File: src/shared/fre_params.svh
// offsets, field positions, reset values and timing figures of the frequency element
`ifndef FRE_PARAMS_SVH
`define FRE_PARAMS_SVH
`define FRE_ADR_CTRL 6'h00
`define FRE_ADR_UNDER 6'h01
`define FRE_ADR_OVER 6'h02
`define FRE_ADR_GRAD 6'h03
`define FRE_ADR_VMIN 6'h04
`define FRE_ADR_DELAY 6'h05
`define FRE_ADR_CHANGE 6'h06
`define FRE_ADR_INTERVAL 6'h07
`define FRE_ADR_SURGE 6'h08
`define FRE_ADR_STATUS 6'h09
`define FRE_CTRL_MODE_LSB 0
`define FRE_CTRL_DIR_LSB 3
`define FRE_CTRL_NEED_LSB 5
`define FRE_CTRL_SBLK_BIT 7
`define FRE_CTRL_WIN_LSB 8
`define FRE_RST_CTRL 12'h200
`define FRE_RST_THR 16'h0000
`define FRE_RST_SURGE 24'hffffff
`define FRE_WIN_MIN 4'h2
`define FRE_WIN_MAX 4'ha
`define FRE_CLK_HZ 100000000
`define FRE_TICK_MS 1
`define FRE_DETECT_MS 60
`endif

File: src/shared/fre_pkg.sv
// types of the frequency element
package fre_pkg;
   typedef enum logic [2:0] {FRE_OFF, FRE_UF_GRAD, FRE_OF_GRAD, FRE_UF_CHG, FRE_OF_CHG, FRE_SURGE} fre_mode_t;
   typedef enum logic [1:0] {FRE_DIR_POS, FRE_DIR_NEG, FRE_DIR_ABS} fre_dir_t;
   typedef enum logic [1:0] {FRE_ST_IDLE, FRE_ST_RUN, FRE_ST_TRIP, FRE_ST_LOCK} fre_state_t;
endpackage : fre_pkg

File: src/shared/fre_surge_if.sv
// link between the element and its cycle duration checker
`timescale 1ns/1ps
`default_nettype none
interface fre_surge_if #(parameter int DW = 24);
   logic [2:0] zc;
   logic lockout;
   logic [DW-1:0] thr;
   logic [2:0] exceed;
   modport main (output zc, output lockout, output thr, input exceed);
   modport surge (input zc, input lockout, input thr, output exceed);
endinterface : fre_surge_if
`default_nettype wire

File: src/hw/fre_surge.sv
// cycle duration measurement and deviation check for three phases
`timescale 1ns/1ps
`default_nettype none
module fre_surge #(
   parameter int DW = 24,
   parameter int DETECT_CYC = 6000000
) (
   // clock and reset
   input wire logic clk,
   input wire logic srst,
   // element side
   fre_surge_if.surge sif
);
   localparam logic [DW-1:0] DET = DW'(DETECT_CYC);
   logic [DW-1:0] cnt_ff [3];
   logic [DW-1:0] ref_ff [3];
   logic [2:0] exc_ff;
   logic [2:0] valid_ff;
   logic [DW-1:0] nxt_cnt [3];
   logic [DW-1:0] nxt_ref [3];
   logic [2:0] nxt_exc;
   logic [2:0] nxt_valid;
   logic [DW-1:0] dev;

   assign sif.exceed = exc_ff;

   always_comb begin
      dev = '0;
      for (int p = 0; p < 3; p++) begin
         nxt_cnt[p] = cnt_ff[p];
         nxt_ref[p] = ref_ff[p];
         nxt_exc[p] = exc_ff[p];
         nxt_valid[p] = valid_ff[p];
         if (sif.lockout) begin
            nxt_cnt[p] = '0;
            nxt_exc[p] = 1'b0;
            nxt_valid[p] = 1'b0;
         end else if (sif.zc[p]) begin
            // previous cycle is the reference, slow drift cancels out
            dev = (cnt_ff[p] > ref_ff[p]) ? cnt_ff[p] - ref_ff[p] : ref_ff[p] - cnt_ff[p];
            nxt_exc[p] = valid_ff[p] && (dev > sif.thr);
            nxt_ref[p] = cnt_ff[p];
            nxt_valid[p] = 1'b1;
            nxt_cnt[p] = DW'(1);
         end else if (cnt_ff[p] >= DET) begin
            // no zero crossing within the detection time means mains failure
            nxt_exc[p] = valid_ff[p];
         end else begin
            nxt_cnt[p] = cnt_ff[p] + DW'(1);
         end
      end
   end

   always_ff @(posedge clk) begin
      if (srst) begin
         for (int p = 0; p < 3; p++) begin
            cnt_ff[p] <= '0;
            ref_ff[p] <= '0;
         end
         exc_ff <= 3'h0;
         valid_ff <= 3'h0;
      end else begin
         cnt_ff <= nxt_cnt;
         ref_ff <= nxt_ref;
         exc_ff <= nxt_exc;
         valid_ff <= nxt_valid;
      end
   end

   property p_restart;
      @(posedge clk) disable iff (srst) (sif.zc[0] && !sif.lockout) |=> cnt_ff[0] == DW'(1);
   endproperty
   a_restart: assert property (p_restart) else $error("cycle count not restarted at zero crossing");
endmodule : fre_surge
`default_nettype wire

File: src/hw/fre_element.sv
// frequency protection element with gradient, interval change and vector surge modes
`include "fre_params.svh"
`timescale 1ns/1ps
`default_nettype none
module fre_element #(
   parameter int TICK_CYC = `FRE_CLK_HZ / 1000 * `FRE_TICK_MS,
   parameter int DETECT_CYC = `FRE_CLK_HZ / 1000 * `FRE_DETECT_MS,
   parameter int WIN_MAX = 10
) (
   // clock and reset
   input wire logic MCLK,
   input wire logic SRST,
   // wishbone slave
   input wire logic WB_CYC_I,
   input wire logic WB_STB_I,
   input wire logic WB_WE_I,
   input wire logic [7:0] WB_ADR_I,
   input wire logic [3:0] WB_SEL_I,
   input wire logic [31:0] WB_DAT_I,
   output logic [31:0] WB_DAT_O,
   output logic WB_ACK_O,
   // measurements
   input wire logic [15:0] FREQ_A_B,
   input wire logic [15:0] FREQ_B_C,
   input wire logic [15:0] FREQ_C_A,
   input wire logic [15:0] VOLT_PHASE_A_B,
   input wire logic [15:0] VOLT_PHASE_B_C,
   input wire logic [15:0] VOLT_PHASE_C_A,
   input wire logic [2:0] ZERO_CROSS,
   // blocking and outputs
   input wire logic EXT_BLOCK,
   output logic ALARM,
   output logic TRIP
);
   // ************************************
   // helpers
   // ************************************
   function automatic logic [31:0] wr_lanes(input logic [31:0] old, input logic [31:0] dat, input logic [3:0] sel);
      logic [31:0] r;
      r = old;
      for (int b = 0; b < 4; b++) begin
         if (sel[b]) begin
            r[8*b +: 8] = dat[8*b +: 8];
         end
      end
      return r;
   endfunction : wr_lanes

   function automatic logic grad_hit(input logic signed [16:0] d, input logic [19:0] lim, input logic [1:0] dir);
      logic signed [20:0] l;
      logic signed [20:0] x;
      l = $signed({1'b0, lim});
      x = 21'(d);
      unique case (dir)
         fre_pkg::FRE_DIR_POS: return x > l;
         fre_pkg::FRE_DIR_NEG: return -x > l;
         default: return (x > l) || (-x > l);
      endcase
   endfunction : grad_hit

   function automatic logic [1:0] count3(input logic [2:0] v);
      return 2'({1'b0, v[0]} + {1'b0, v[1]} + {1'b0, v[2]});
   endfunction : count3

   // ************************************
   // register file
   // ************************************
   logic [11:0] ctrl_ff;
   logic [15:0] under_ff, over_ff, gthr_ff, vmin_ff, delay_ff, change_ff, interval_ff;
   logic [23:0] surge_ff;
   logic [31:0] dat_ff;
   logic ack_ff;
   logic [11:0] nxt_ctrl;
   logic [15:0] nxt_under, nxt_over, nxt_gthr, nxt_vmin, nxt_delay, nxt_change, nxt_interval;
   logic [23:0] nxt_surge;
   logic [31:0] nxt_dat;
   logic nxt_ack;
   logic [31:0] status;
   logic [31:0] cur_word;
   logic [31:0] wr_word;
   logic req;

   assign WB_DAT_O = dat_ff;
   assign WB_ACK_O = ack_ff;
   assign req = WB_CYC_I && WB_STB_I && !ack_ff;

   always_comb begin
      nxt_ctrl = ctrl_ff;
      nxt_under = under_ff;
      nxt_over = over_ff;
      nxt_gthr = gthr_ff;
      nxt_vmin = vmin_ff;
      nxt_delay = delay_ff;
      nxt_change = change_ff;
      nxt_interval = interval_ff;
      nxt_surge = surge_ff;
      nxt_dat = dat_ff;
      nxt_ack = req;
      cur_word = 32'h0;
      unique case (WB_ADR_I[7:2])
         `FRE_ADR_CTRL: cur_word = {20'h0, ctrl_ff};
         `FRE_ADR_UNDER: cur_word = {16'h0, under_ff};
         `FRE_ADR_OVER: cur_word = {16'h0, over_ff};
         `FRE_ADR_GRAD: cur_word = {16'h0, gthr_ff};
         `FRE_ADR_VMIN: cur_word = {16'h0, vmin_ff};
         `FRE_ADR_DELAY: cur_word = {16'h0, delay_ff};
         `FRE_ADR_CHANGE: cur_word = {16'h0, change_ff};
         `FRE_ADR_INTERVAL: cur_word = {16'h0, interval_ff};
         `FRE_ADR_SURGE: cur_word = {8'h0, surge_ff};
         `FRE_ADR_STATUS: cur_word = status;
         default: ;
      endcase
      wr_word = wr_lanes(cur_word, WB_DAT_I, WB_SEL_I);
      if (req && WB_WE_I) begin
         unique case (WB_ADR_I[7:2])
            `FRE_ADR_CTRL: nxt_ctrl = wr_word[11:0];
            `FRE_ADR_UNDER: nxt_under = wr_word[15:0];
            `FRE_ADR_OVER: nxt_over = wr_word[15:0];
            `FRE_ADR_GRAD: nxt_gthr = wr_word[15:0];
            `FRE_ADR_VMIN: nxt_vmin = wr_word[15:0];
            `FRE_ADR_DELAY: nxt_delay = wr_word[15:0];
            `FRE_ADR_CHANGE: nxt_change = wr_word[15:0];
            `FRE_ADR_INTERVAL: nxt_interval = wr_word[15:0];
            `FRE_ADR_SURGE: nxt_surge = wr_word[23:0];
            default: ;
         endcase
      end
      if (req) begin
         nxt_dat = cur_word;
      end
   end

   always_ff @(posedge MCLK) begin
      if (SRST) begin
         ctrl_ff <= `FRE_RST_CTRL;
         under_ff <= `FRE_RST_THR;
         over_ff <= `FRE_RST_THR;
         gthr_ff <= `FRE_RST_THR;
         vmin_ff <= `FRE_RST_THR;
         delay_ff <= `FRE_RST_THR;
         change_ff <= `FRE_RST_THR;
         interval_ff <= `FRE_RST_THR;
         surge_ff <= `FRE_RST_SURGE;
         dat_ff <= 32'h0;
         ack_ff <= 1'b0;
      end else begin
         ctrl_ff <= nxt_ctrl;
         under_ff <= nxt_under;
         over_ff <= nxt_over;
         gthr_ff <= nxt_gthr;
         vmin_ff <= nxt_vmin;
         delay_ff <= nxt_delay;
         change_ff <= nxt_change;
         interval_ff <= nxt_interval;
         surge_ff <= nxt_surge;
         dat_ff <= nxt_dat;
         ack_ff <= nxt_ack;
      end
   end

   // ************************************
   // settings and phase conditions
   // ************************************
   fre_pkg::fre_mode_t mode;
   logic [1:0] dir;
   logic [1:0] need;
   logic [3:0] win;
   logic [15:0] freq [3];
   logic [15:0] volt [3];
   logic [2:0] vlow, beyond, gok, pick, chg, surge_exc;
   logic freq_block, phase_loss, blocked, is_grad, is_chg, is_under, surge_ok;
   logic [15:0] hist_ff [3][WIN_MAX];
   logic signed [16:0] grad_ff [3];
   logic [15:0] nxt_hist [3][WIN_MAX];
   logic signed [16:0] nxt_grad [3];
   logic [15:0] fstart_ff [3];
   logic [15:0] nxt_fstart [3];

   // unknown mode codes fall back to off
   assign mode = (ctrl_ff[`FRE_CTRL_MODE_LSB +: 3] > 3'h5) ? fre_pkg::FRE_OFF :
                 fre_pkg::fre_mode_t'(ctrl_ff[`FRE_CTRL_MODE_LSB +: 3]);
   assign dir = ctrl_ff[`FRE_CTRL_DIR_LSB +: 2];
   assign need = ctrl_ff[`FRE_CTRL_NEED_LSB +: 2];
   // clamp window to its legal span
   assign win = (ctrl_ff[`FRE_CTRL_WIN_LSB +: 4] < `FRE_WIN_MIN) ? `FRE_WIN_MIN :
                (ctrl_ff[`FRE_CTRL_WIN_LSB +: 4] > `FRE_WIN_MAX) ? `FRE_WIN_MAX : ctrl_ff[`FRE_CTRL_WIN_LSB +: 4];
   assign freq = '{FREQ_A_B, FREQ_B_C, FREQ_C_A};
   assign volt = '{VOLT_PHASE_A_B, VOLT_PHASE_B_C, VOLT_PHASE_C_A};
   assign is_grad = (mode == fre_pkg::FRE_UF_GRAD) || (mode == fre_pkg::FRE_OF_GRAD);
   assign is_chg = (mode == fre_pkg::FRE_UF_CHG) || (mode == fre_pkg::FRE_OF_CHG);
   assign is_under = (mode == fre_pkg::FRE_UF_GRAD) || (mode == fre_pkg::FRE_UF_CHG);
   assign blocked = EXT_BLOCK || ctrl_ff[`FRE_CTRL_SBLK_BIT];
   assign freq_block = &vlow;
   assign phase_loss = |vlow;

   always_comb begin
      for (int p = 0; p < 3; p++) begin
         vlow[p] = volt[p] < vmin_ff;
         beyond[p] = is_under ? (freq[p] < under_ff) : (freq[p] > over_ff);
         gok[p] = grad_hit(grad_ff[p], 20'(gthr_ff) * 20'(win), dir);
         pick[p] = beyond[p] && gok[p];
         chg[p] = is_under ? ({1'b0, fstart_ff[p]} >= {1'b0, freq[p]} + {1'b0, change_ff}) :
                  ({1'b0, freq[p]} >= {1'b0, fstart_ff[p]} + {1'b0, change_ff});
         nxt_grad[p] = grad_ff[p];
         for (int k = 0; k < WIN_MAX; k++) begin
            nxt_hist[p][k] = hist_ff[p][k];
         end
         if (ZERO_CROSS[p]) begin
            // gradient over the window, one fresh value per period
            nxt_grad[p] = $signed({1'b0, freq[p]}) - $signed({1'b0, hist_ff[p][win - 4'h1]});
            nxt_hist[p][0] = freq[p];
            for (int k = 1; k < WIN_MAX; k++) begin
               nxt_hist[p][k] = hist_ff[p][k-1];
            end
         end
      end
   end

   always_ff @(posedge MCLK) begin
      if (SRST) begin
         for (int p = 0; p < 3; p++) begin
            grad_ff[p] <= '0;
            for (int k = 0; k < WIN_MAX; k++) begin
               hist_ff[p][k] <= 16'h0;
            end
         end
      end else begin
         grad_ff <= nxt_grad;
         hist_ff <= nxt_hist;
      end
   end

   // ************************************
   // vector surge checker
   // ************************************
   fre_surge_if #(.DW(24)) sif ();
   assign sif.zc = ZERO_CROSS;
   assign sif.lockout = phase_loss || (mode != fre_pkg::FRE_SURGE);
   assign sif.thr = surge_ff;
   assign surge_exc = sif.exceed;

   fre_surge #(.DW(24), .DETECT_CYC(DETECT_CYC)) u_surge (
      .clk(MCLK),
      .srst(SRST),
      .sif(sif)
   );

   // phases needed: 0 any one, 1 two, else all three
   assign surge_ok = (mode == fre_pkg::FRE_SURGE) && !blocked && !phase_loss &&
                     (count3(surge_exc) >= ((need == 2'h0) ? 2'h1 : (need == 2'h1) ? 2'h2 : 2'h3));

   // ************************************
   // timers and state machine
   // ************************************
   fre_pkg::fre_state_t state_ff, nxt_state;
   logic [$clog2(TICK_CYC+1)-1:0] pre_ff, nxt_pre;
   logic [15:0] timer_ff, nxt_timer;
   logic alarm_ff, trip_ff, nxt_alarm, nxt_trip, tick;

   assign tick = pre_ff == ($clog2(TICK_CYC+1))'(TICK_CYC - 1);
   assign ALARM = alarm_ff;
   assign TRIP = trip_ff;
   assign status = {21'h0, pick, surge_exc, state_ff == fre_pkg::FRE_ST_LOCK, phase_loss, freq_block, trip_ff, alarm_ff};

   always_comb begin
      nxt_pre = tick ? '0 : pre_ff + 1'b1;
      nxt_state = state_ff;
      nxt_timer = timer_ff;
      nxt_fstart = fstart_ff;
      if (!(is_grad || is_chg)) begin
         nxt_state = fre_pkg::FRE_ST_IDLE;
         nxt_timer = 16'h0;
      end else if ((blocked || freq_block) && state_ff != fre_pkg::FRE_ST_LOCK) begin
         nxt_state = fre_pkg::FRE_ST_IDLE;
         nxt_timer = 16'h0;
      end else begin
         unique case (state_ff)
            fre_pkg::FRE_ST_IDLE: begin
               nxt_timer = 16'h0;
               if (is_grad && |pick) begin
                  nxt_state = fre_pkg::FRE_ST_RUN;
               end else if (is_chg && |beyond) begin
                  nxt_state = fre_pkg::FRE_ST_RUN;
                  nxt_fstart = freq;
               end
            end
            fre_pkg::FRE_ST_RUN: begin
               if (is_grad ? !(|pick) : !(|beyond)) begin
                  nxt_state = fre_pkg::FRE_ST_IDLE;
                  nxt_timer = 16'h0;
               end else if (is_grad && timer_ff >= delay_ff) begin
                  nxt_state = fre_pkg::FRE_ST_TRIP;
               end else if (is_chg && |(beyond & chg)) begin
                  nxt_state = fre_pkg::FRE_ST_TRIP;
               end else if (is_chg && timer_ff >= interval_ff) begin
                  nxt_state = fre_pkg::FRE_ST_LOCK;
               end else if (tick) begin
                  nxt_timer = timer_ff + 16'h1;
               end
            end
            fre_pkg::FRE_ST_TRIP: begin
               if (is_grad ? !(|pick) : !(|beyond)) begin
                  nxt_state = fre_pkg::FRE_ST_IDLE;
                  nxt_timer = 16'h0;
               end
            end
            fre_pkg::FRE_ST_LOCK: begin
               nxt_timer = 16'h0;
               if (!(|beyond)) begin
                  nxt_state = fre_pkg::FRE_ST_IDLE;
               end
            end
         endcase
      end
      // selected mode alone drives the outputs
      if (mode == fre_pkg::FRE_SURGE) begin
         nxt_alarm = surge_ok;
         nxt_trip = surge_ok;
      end else begin
         nxt_alarm = !blocked && (nxt_state == fre_pkg::FRE_ST_RUN || nxt_state == fre_pkg::FRE_ST_TRIP);
         nxt_trip = !blocked && nxt_state == fre_pkg::FRE_ST_TRIP;
      end
   end

   always_ff @(posedge MCLK) begin
      if (SRST) begin
         state_ff <= fre_pkg::FRE_ST_IDLE;
         pre_ff <= '0;
         timer_ff <= 16'h0;
         alarm_ff <= 1'b0;
         trip_ff <= 1'b0;
         for (int p = 0; p < 3; p++) begin
            fstart_ff[p] <= 16'h0;
         end
      end else begin
         state_ff <= nxt_state;
         pre_ff <= nxt_pre;
         timer_ff <= nxt_timer;
         alarm_ff <= nxt_alarm;
         trip_ff <= nxt_trip;
         fstart_ff <= nxt_fstart;
      end
   end

   // ************************************
   // checks
   // ************************************
   property p_block;
      @(posedge MCLK) disable iff (SRST) blocked |=> !alarm_ff && !trip_ff;
   endproperty
   a_block: assert property (p_block) else $error("output active while blocked");

   property p_fblock;
      @(posedge MCLK) disable iff (SRST) (freq_block && mode != fre_pkg::FRE_SURGE) |=> !alarm_ff;
   endproperty
   a_fblock: assert property (p_fblock) else $error("alarm with all voltages low");

   property p_grad_alarm;
      @(posedge MCLK) disable iff (SRST)
         (is_grad && state_ff == fre_pkg::FRE_ST_IDLE && |pick && !blocked && !freq_block) |=> alarm_ff && !trip_ff;
   endproperty
   a_grad_alarm: assert property (p_grad_alarm) else $error("no instant alarm on pickup");

   property p_grad_trip;
      @(posedge MCLK) disable iff (SRST)
         (is_grad && $rose(trip_ff)) |-> $past(|pick) && $past(timer_ff) >= $past(delay_ff);
   endproperty
   a_grad_trip: assert property (p_grad_trip) else $error("trip without pickup at delay expiry");

   property p_lock;
      @(posedge MCLK) disable iff (SRST) state_ff == fre_pkg::FRE_ST_LOCK |-> !trip_ff && !alarm_ff;
   endproperty
   a_lock: assert property (p_lock) else $error("output while locked after interval");

   property p_rearm;
      @(posedge MCLK) disable iff (SRST)
         (state_ff == fre_pkg::FRE_ST_LOCK && |beyond && !(!(is_grad || is_chg))) |=> state_ff == fre_pkg::FRE_ST_LOCK;
   endproperty
   a_rearm: assert property (p_rearm) else $error("rearmed without fresh crossing");

   property p_surge_pair;
      @(posedge MCLK) disable iff (SRST) (mode == fre_pkg::FRE_SURGE) |=> alarm_ff == trip_ff;
   endproperty
   a_surge_pair: assert property (p_surge_pair) else $error("surge alarm and trip differ");

   property p_phase_loss;
      @(posedge MCLK) disable iff (SRST) (phase_loss && mode == fre_pkg::FRE_SURGE) |=> !trip_ff;
   endproperty
   a_phase_loss: assert property (p_phase_loss) else $error("surge trip with a phase lost");

   property p_drop;
      @(posedge MCLK) disable iff (SRST)
         (is_grad && state_ff == fre_pkg::FRE_ST_RUN && !(|pick)) |=> state_ff == fre_pkg::FRE_ST_IDLE && timer_ff == 16'h0;
   endproperty
   a_drop: assert property (p_drop) else $error("pickup drop did not clear timer");
endmodule : fre_element
`default_nettype wire

File: config.mk
export PLATFORM = sky130hd
export DESIGN_NAME = fre_element
export DESIGN_NICKNAME = d
export VERILOG_FILES = /design/src/shared/fre_pkg.sv /design/src/shared/fre_surge_if.sv /design/src/hw/fre_surge.sv /design/src/hw/fre_element.sv
export VERILOG_INCLUDE_DIRS = /design/src /design/src/shared
export SDC_FILE = /design/constraint.sdc
export NUM_CORES = 2
export LEC_CHECK = 0
export BUFFER_PORTS_ARGS = -buffer_cell sky130_fd_sc_hd__buf_2
export CORE_MARGIN = 3
export CORE_UTILIZATION = 38
export DETAILED_ROUTE_END_ITERATION = 8
export PLACE_DENSITY = 0.58
export REMOVE_ABC_BUFFERS = 1
export SLEW_MARGIN = 5
export SYNTH_ARGS = -nofsm -noshare
export SYNTH_HDL_FRONTEND = slang
export SYNTH_SLANG_ARGS = --single-unit
File: constraint.sdc
create_clock -name MCLK -period 13.15 [get_ports MCLK]
set_clock_uncertainty 0.2 [all_clocks]
set_input_delay 2.63 -clock MCLK [delete_from_list [all_inputs] [get_ports MCLK]]
set_output_delay 2.63 -clock MCLK [all_outputs]
set_load 0.02 [all_outputs]
==> impl_metrics.yaml <==
run_status:
  status: "complete, no violations"
worst_setup_path:
  cp_data_required_time_ns: 13.62
  critPathMaxFanout: 29
  crit_type: "flip-flop to flip-flop"
  crit_path_start: "ctrl_ff[11]$_SDFFE_PP0P_"
  slowest_delay_ns: 0.88
  r2r_slack_ns: 4.06
  crit_arrival_ns: 9.56
  crit_slowest_cell: "a2bb2oi_1"
  crit_path_end: "ALARM$_SDFF_PP0_"
  r2r_start: "ctrl_ff[11]$_SDFFE_PP0P_"
  crit_path_end_kind: "flip-flop"
  cp-start-kind: "flip-flop"
  cpMostUsedCell: "a21oi_1"
  reg2reg_to: "ALARM$_SDFF_PP0_"
  reg2reg_depth: 28
logic_synthesis:
  synth-compound-area-share_pct: 15.4
  synth_simple_gate_area_share_pct: 16.3
  ys_seq_elements: 939
  synth_area_sq_um: 65000
  yosysTopAreaCell: "dfxtp_1"
  synth_fa_ha_area_share_pct: 16.0
  syn_avg_cell_area_sq_um: 8.58
  ys.flop_type: "dfxtp_1"
  synth_top_family_by_area: "simple AND/OR/NAND/NOR gates"
  synthCells: 7571
  muxShareOfSynthArea_pct: 14.6
  yosys.cell_types.count: 105
  synth_area_leaders: "dfxtp_1, ha_1, mux2i_1, nor2_1, a21oi_1"
  synth-xor-area-share_pct: 3.99
  yosysTopAreaCellShare_pct: 28.9
  synth_most_common_cell: "nor2_1"
  synth-edff-count: 0
  synthTopCellsByCount: "nor2_1, dfxtp_1, ha_1"
  yosys_warnings: 0
  postSynth.asyncResetShare_pct: 0
  ys_seq_area_share_pct: 28.9
sta:
  layout_min_cycle_time_ns: 9.09
  hold_slack_ns: 0.251
  slew-limit-headroom_pct: 14.5
  drv_slew: 0
  tightest_slew_ns: 1.27
  hold_viol: 0
  post-route-period-util_pct: 69.1
  setup_viol: 0
  rsz0062_at_grt: "false"
  clock.fmax_ghz: 0.110
  finalSetupTns_ns: 0
cts:
  cts.htree.levels: 3
  numCtsBuffers: 108
  clk_pin_slew_ns: 0.06
  cts_resized: 0
  hold_buffers: 0
  clk_latency_ns: 0.77
  cts_sinks: 939
  clockBufferDepth: 3
  cts_root_buffer: "clkbuf_16"
  cts_tree: "built"
  cts_setup_buffers: 0
flow_run:
  maxCapViolations: 0
global_routing:
  antenna_found_initial: 10
  grt_pass1_wl_um: 302000
  grt.overflow.total: 0
  track_usage_pct: 21.6
  grt_pass1_vias: 52294
  grt_max_degree: 185
drt:
  antenna_left: 0
  avgViaCountPerCell: 5.54
  dr.first_iter.drc_count: 3878
  finalWirelength_um: 195000
  wl_per_cell_um: 19.7
  drc_errors: 0
  firstDrtPassIters: 6
  vias: 54761
power:
  peakVddDrop_mv: 0.102
  power_density_nw_per_um2: 93.6
  finalPower_mw: 6.70
  leakage_nw: 30.7
floorplan:
  core_area_sq_um: 170000
  rows: 151
  die_h_um: 420
  die_w_um: 420
  dieArea_sq_um: 176000
  start_util_pct: 38.3
  pin_count: 184
hold_path:
  worst_hold_path.num_cells: 2
  min_path_type: "flip-flop to flip-flop"
placed_design:
  dpl-instance-area_sq_um: 68000
  port_buffers: 164
  hpwl_um: 145000
  gp_congestion: 0.922
finish:
  finalNetCount: 8521
  area_delta_synth_final_pct: 10.1
  drive_gt1_share_pct: 8.01
  fin_util_pct: 42.2
  stdcell_area_sq_um: 71600
[cell families (layout without fill, tap and decap cells)]
logic type               after synthesis  in the layout
adder cells (fa/ha/maj)              806            806
other                                  1             12
flip-flops                           939            939
buffers and inverters                808            887
AND/OR/NAND/NOR                     2353           2353
AO/OA/AOI/OAI                       1559           1559
XOR/XNOR                             296            296
multiplexers                         809            809
[area by class of cell]
cell class	instances	area, sq um
Sequential cell	939	18800
Clock buffer	150	3080
Fill cell	16758	98100
Timing Repair Buffer	232	1410
Multi-Input combinational cell	5831	43300
Antenna cell	4	10.0
Clock inverter	47	510
Tap cell	2218	2780
Inverter	458	1720
[layer usage]
layer	vias up	share of wire (%)	global-route usage (%)
li1	26927	-	-
met4	0	3.5	7.54
met2	1205	46	36.0
met1	26318	46	28.8
met5	-	0	0
met3	311	4.5	2.51
[critical path: cells and delay by family (launching register included)]
| kind | cells | cell delay (ns) |
|---|---|---|
| xor+xnor | 2 | 0.90 |
| flops | 1 | 0.83 |
| buf+inv | 3 | 0.37 |
| simple gates | 5 | 1.45 |
| compound gates | 12 | 2.98 |
| fa+ha+maj | 6 | 2.22 |
[state kept, by name, indices dropped and copies added, names as in the netlist, 17 cells and up]
signal,flops
hist_ff,480
fstart_ff,48
u_surge.ref_ff,72
WB_DAT_O,24
sif.thr,24
grad_ff,51
pre_ff,17
u_surge.cnt_ff,72
[power breakdown]
group	internal [mW]	switching, mW
sequential	2.88	0.0523
combinational	0.279	0.436
clock	1.76	1.29
total	4.92	1.78
[placed cells by master (no fill, tap or decap), types with 21 or more instances in the layout]
cell type and instances:
clkbuf_16 109, o21ai_0 225, o211ai_1 59, o31ai_1 41, nor2_1 972, o21bai_1 49
nor2b_1 79, nand2_1 575, inv_1 457, o22a_1 47, clkbuf_1 21, a31oi_1 58
a21oi_1 566, nand3_1 188, mux2i_1 674, nor4_1 41, mux2_2 23, xnor2_1 200
buf_2 160, a211oi_1 53, buf_4 65, mux4_2 109, or3_1 25, nand2b_1 67
a22oi_1 24, xor2_1 95, and3_1 46, o21a_1 56, dfxtp_1 939, fa_1 44
ha_1 757, and2_1 48, a21o_1 158, nand4_1 98, nor3_1 129, a21boi_0 30
[through the flow]
stage / worst slack, ns / cells
final: 4.06 / 9879
after global placement: 3.72 / 9678
after floorplan: -2.62 / 7228
after global routing: 3.51 / 9876
after CTS: 4.08 / 9875
after detailed placement: 3.78 / 9678
[worst min path at each step]
| stage | startpoint | endpoint | slack [ns] |
|---|---|---|---|
| CTS | WB_DAT_O[23]$_SDFFE_PP0P_ | WB_DAT_O[23]$_SDFFE_PP0P_ | 0.25 |
| floorplan | interval_ff[7]$_SDFFE_PP0P_ | interval_ff[7]$_SDFFE_PP0P_ | 0.23 |
| detailed placement | WB_DAT_O[23]$_SDFFE_PP0P_ | WB_DAT_O[23]$_SDFFE_PP0P_ | 0.24 |
| global placement | WB_DAT_O[20]$_SDFFE_PP0P_ | WB_DAT_O[20]$_SDFFE_PP0P_ | 0.24 |
| finish | WB_DAT_O[23]$_SDFFE_PP0P_ | WB_DAT_O[23]$_SDFFE_PP0P_ | 0.25 |
| global route | WB_DAT_O[22]$_SDFFE_PP0P_ | WB_DAT_O[22]$_SDFFE_PP0P_ | 0.27 |
Note: power is estimated with default switching activity, not from simulation.
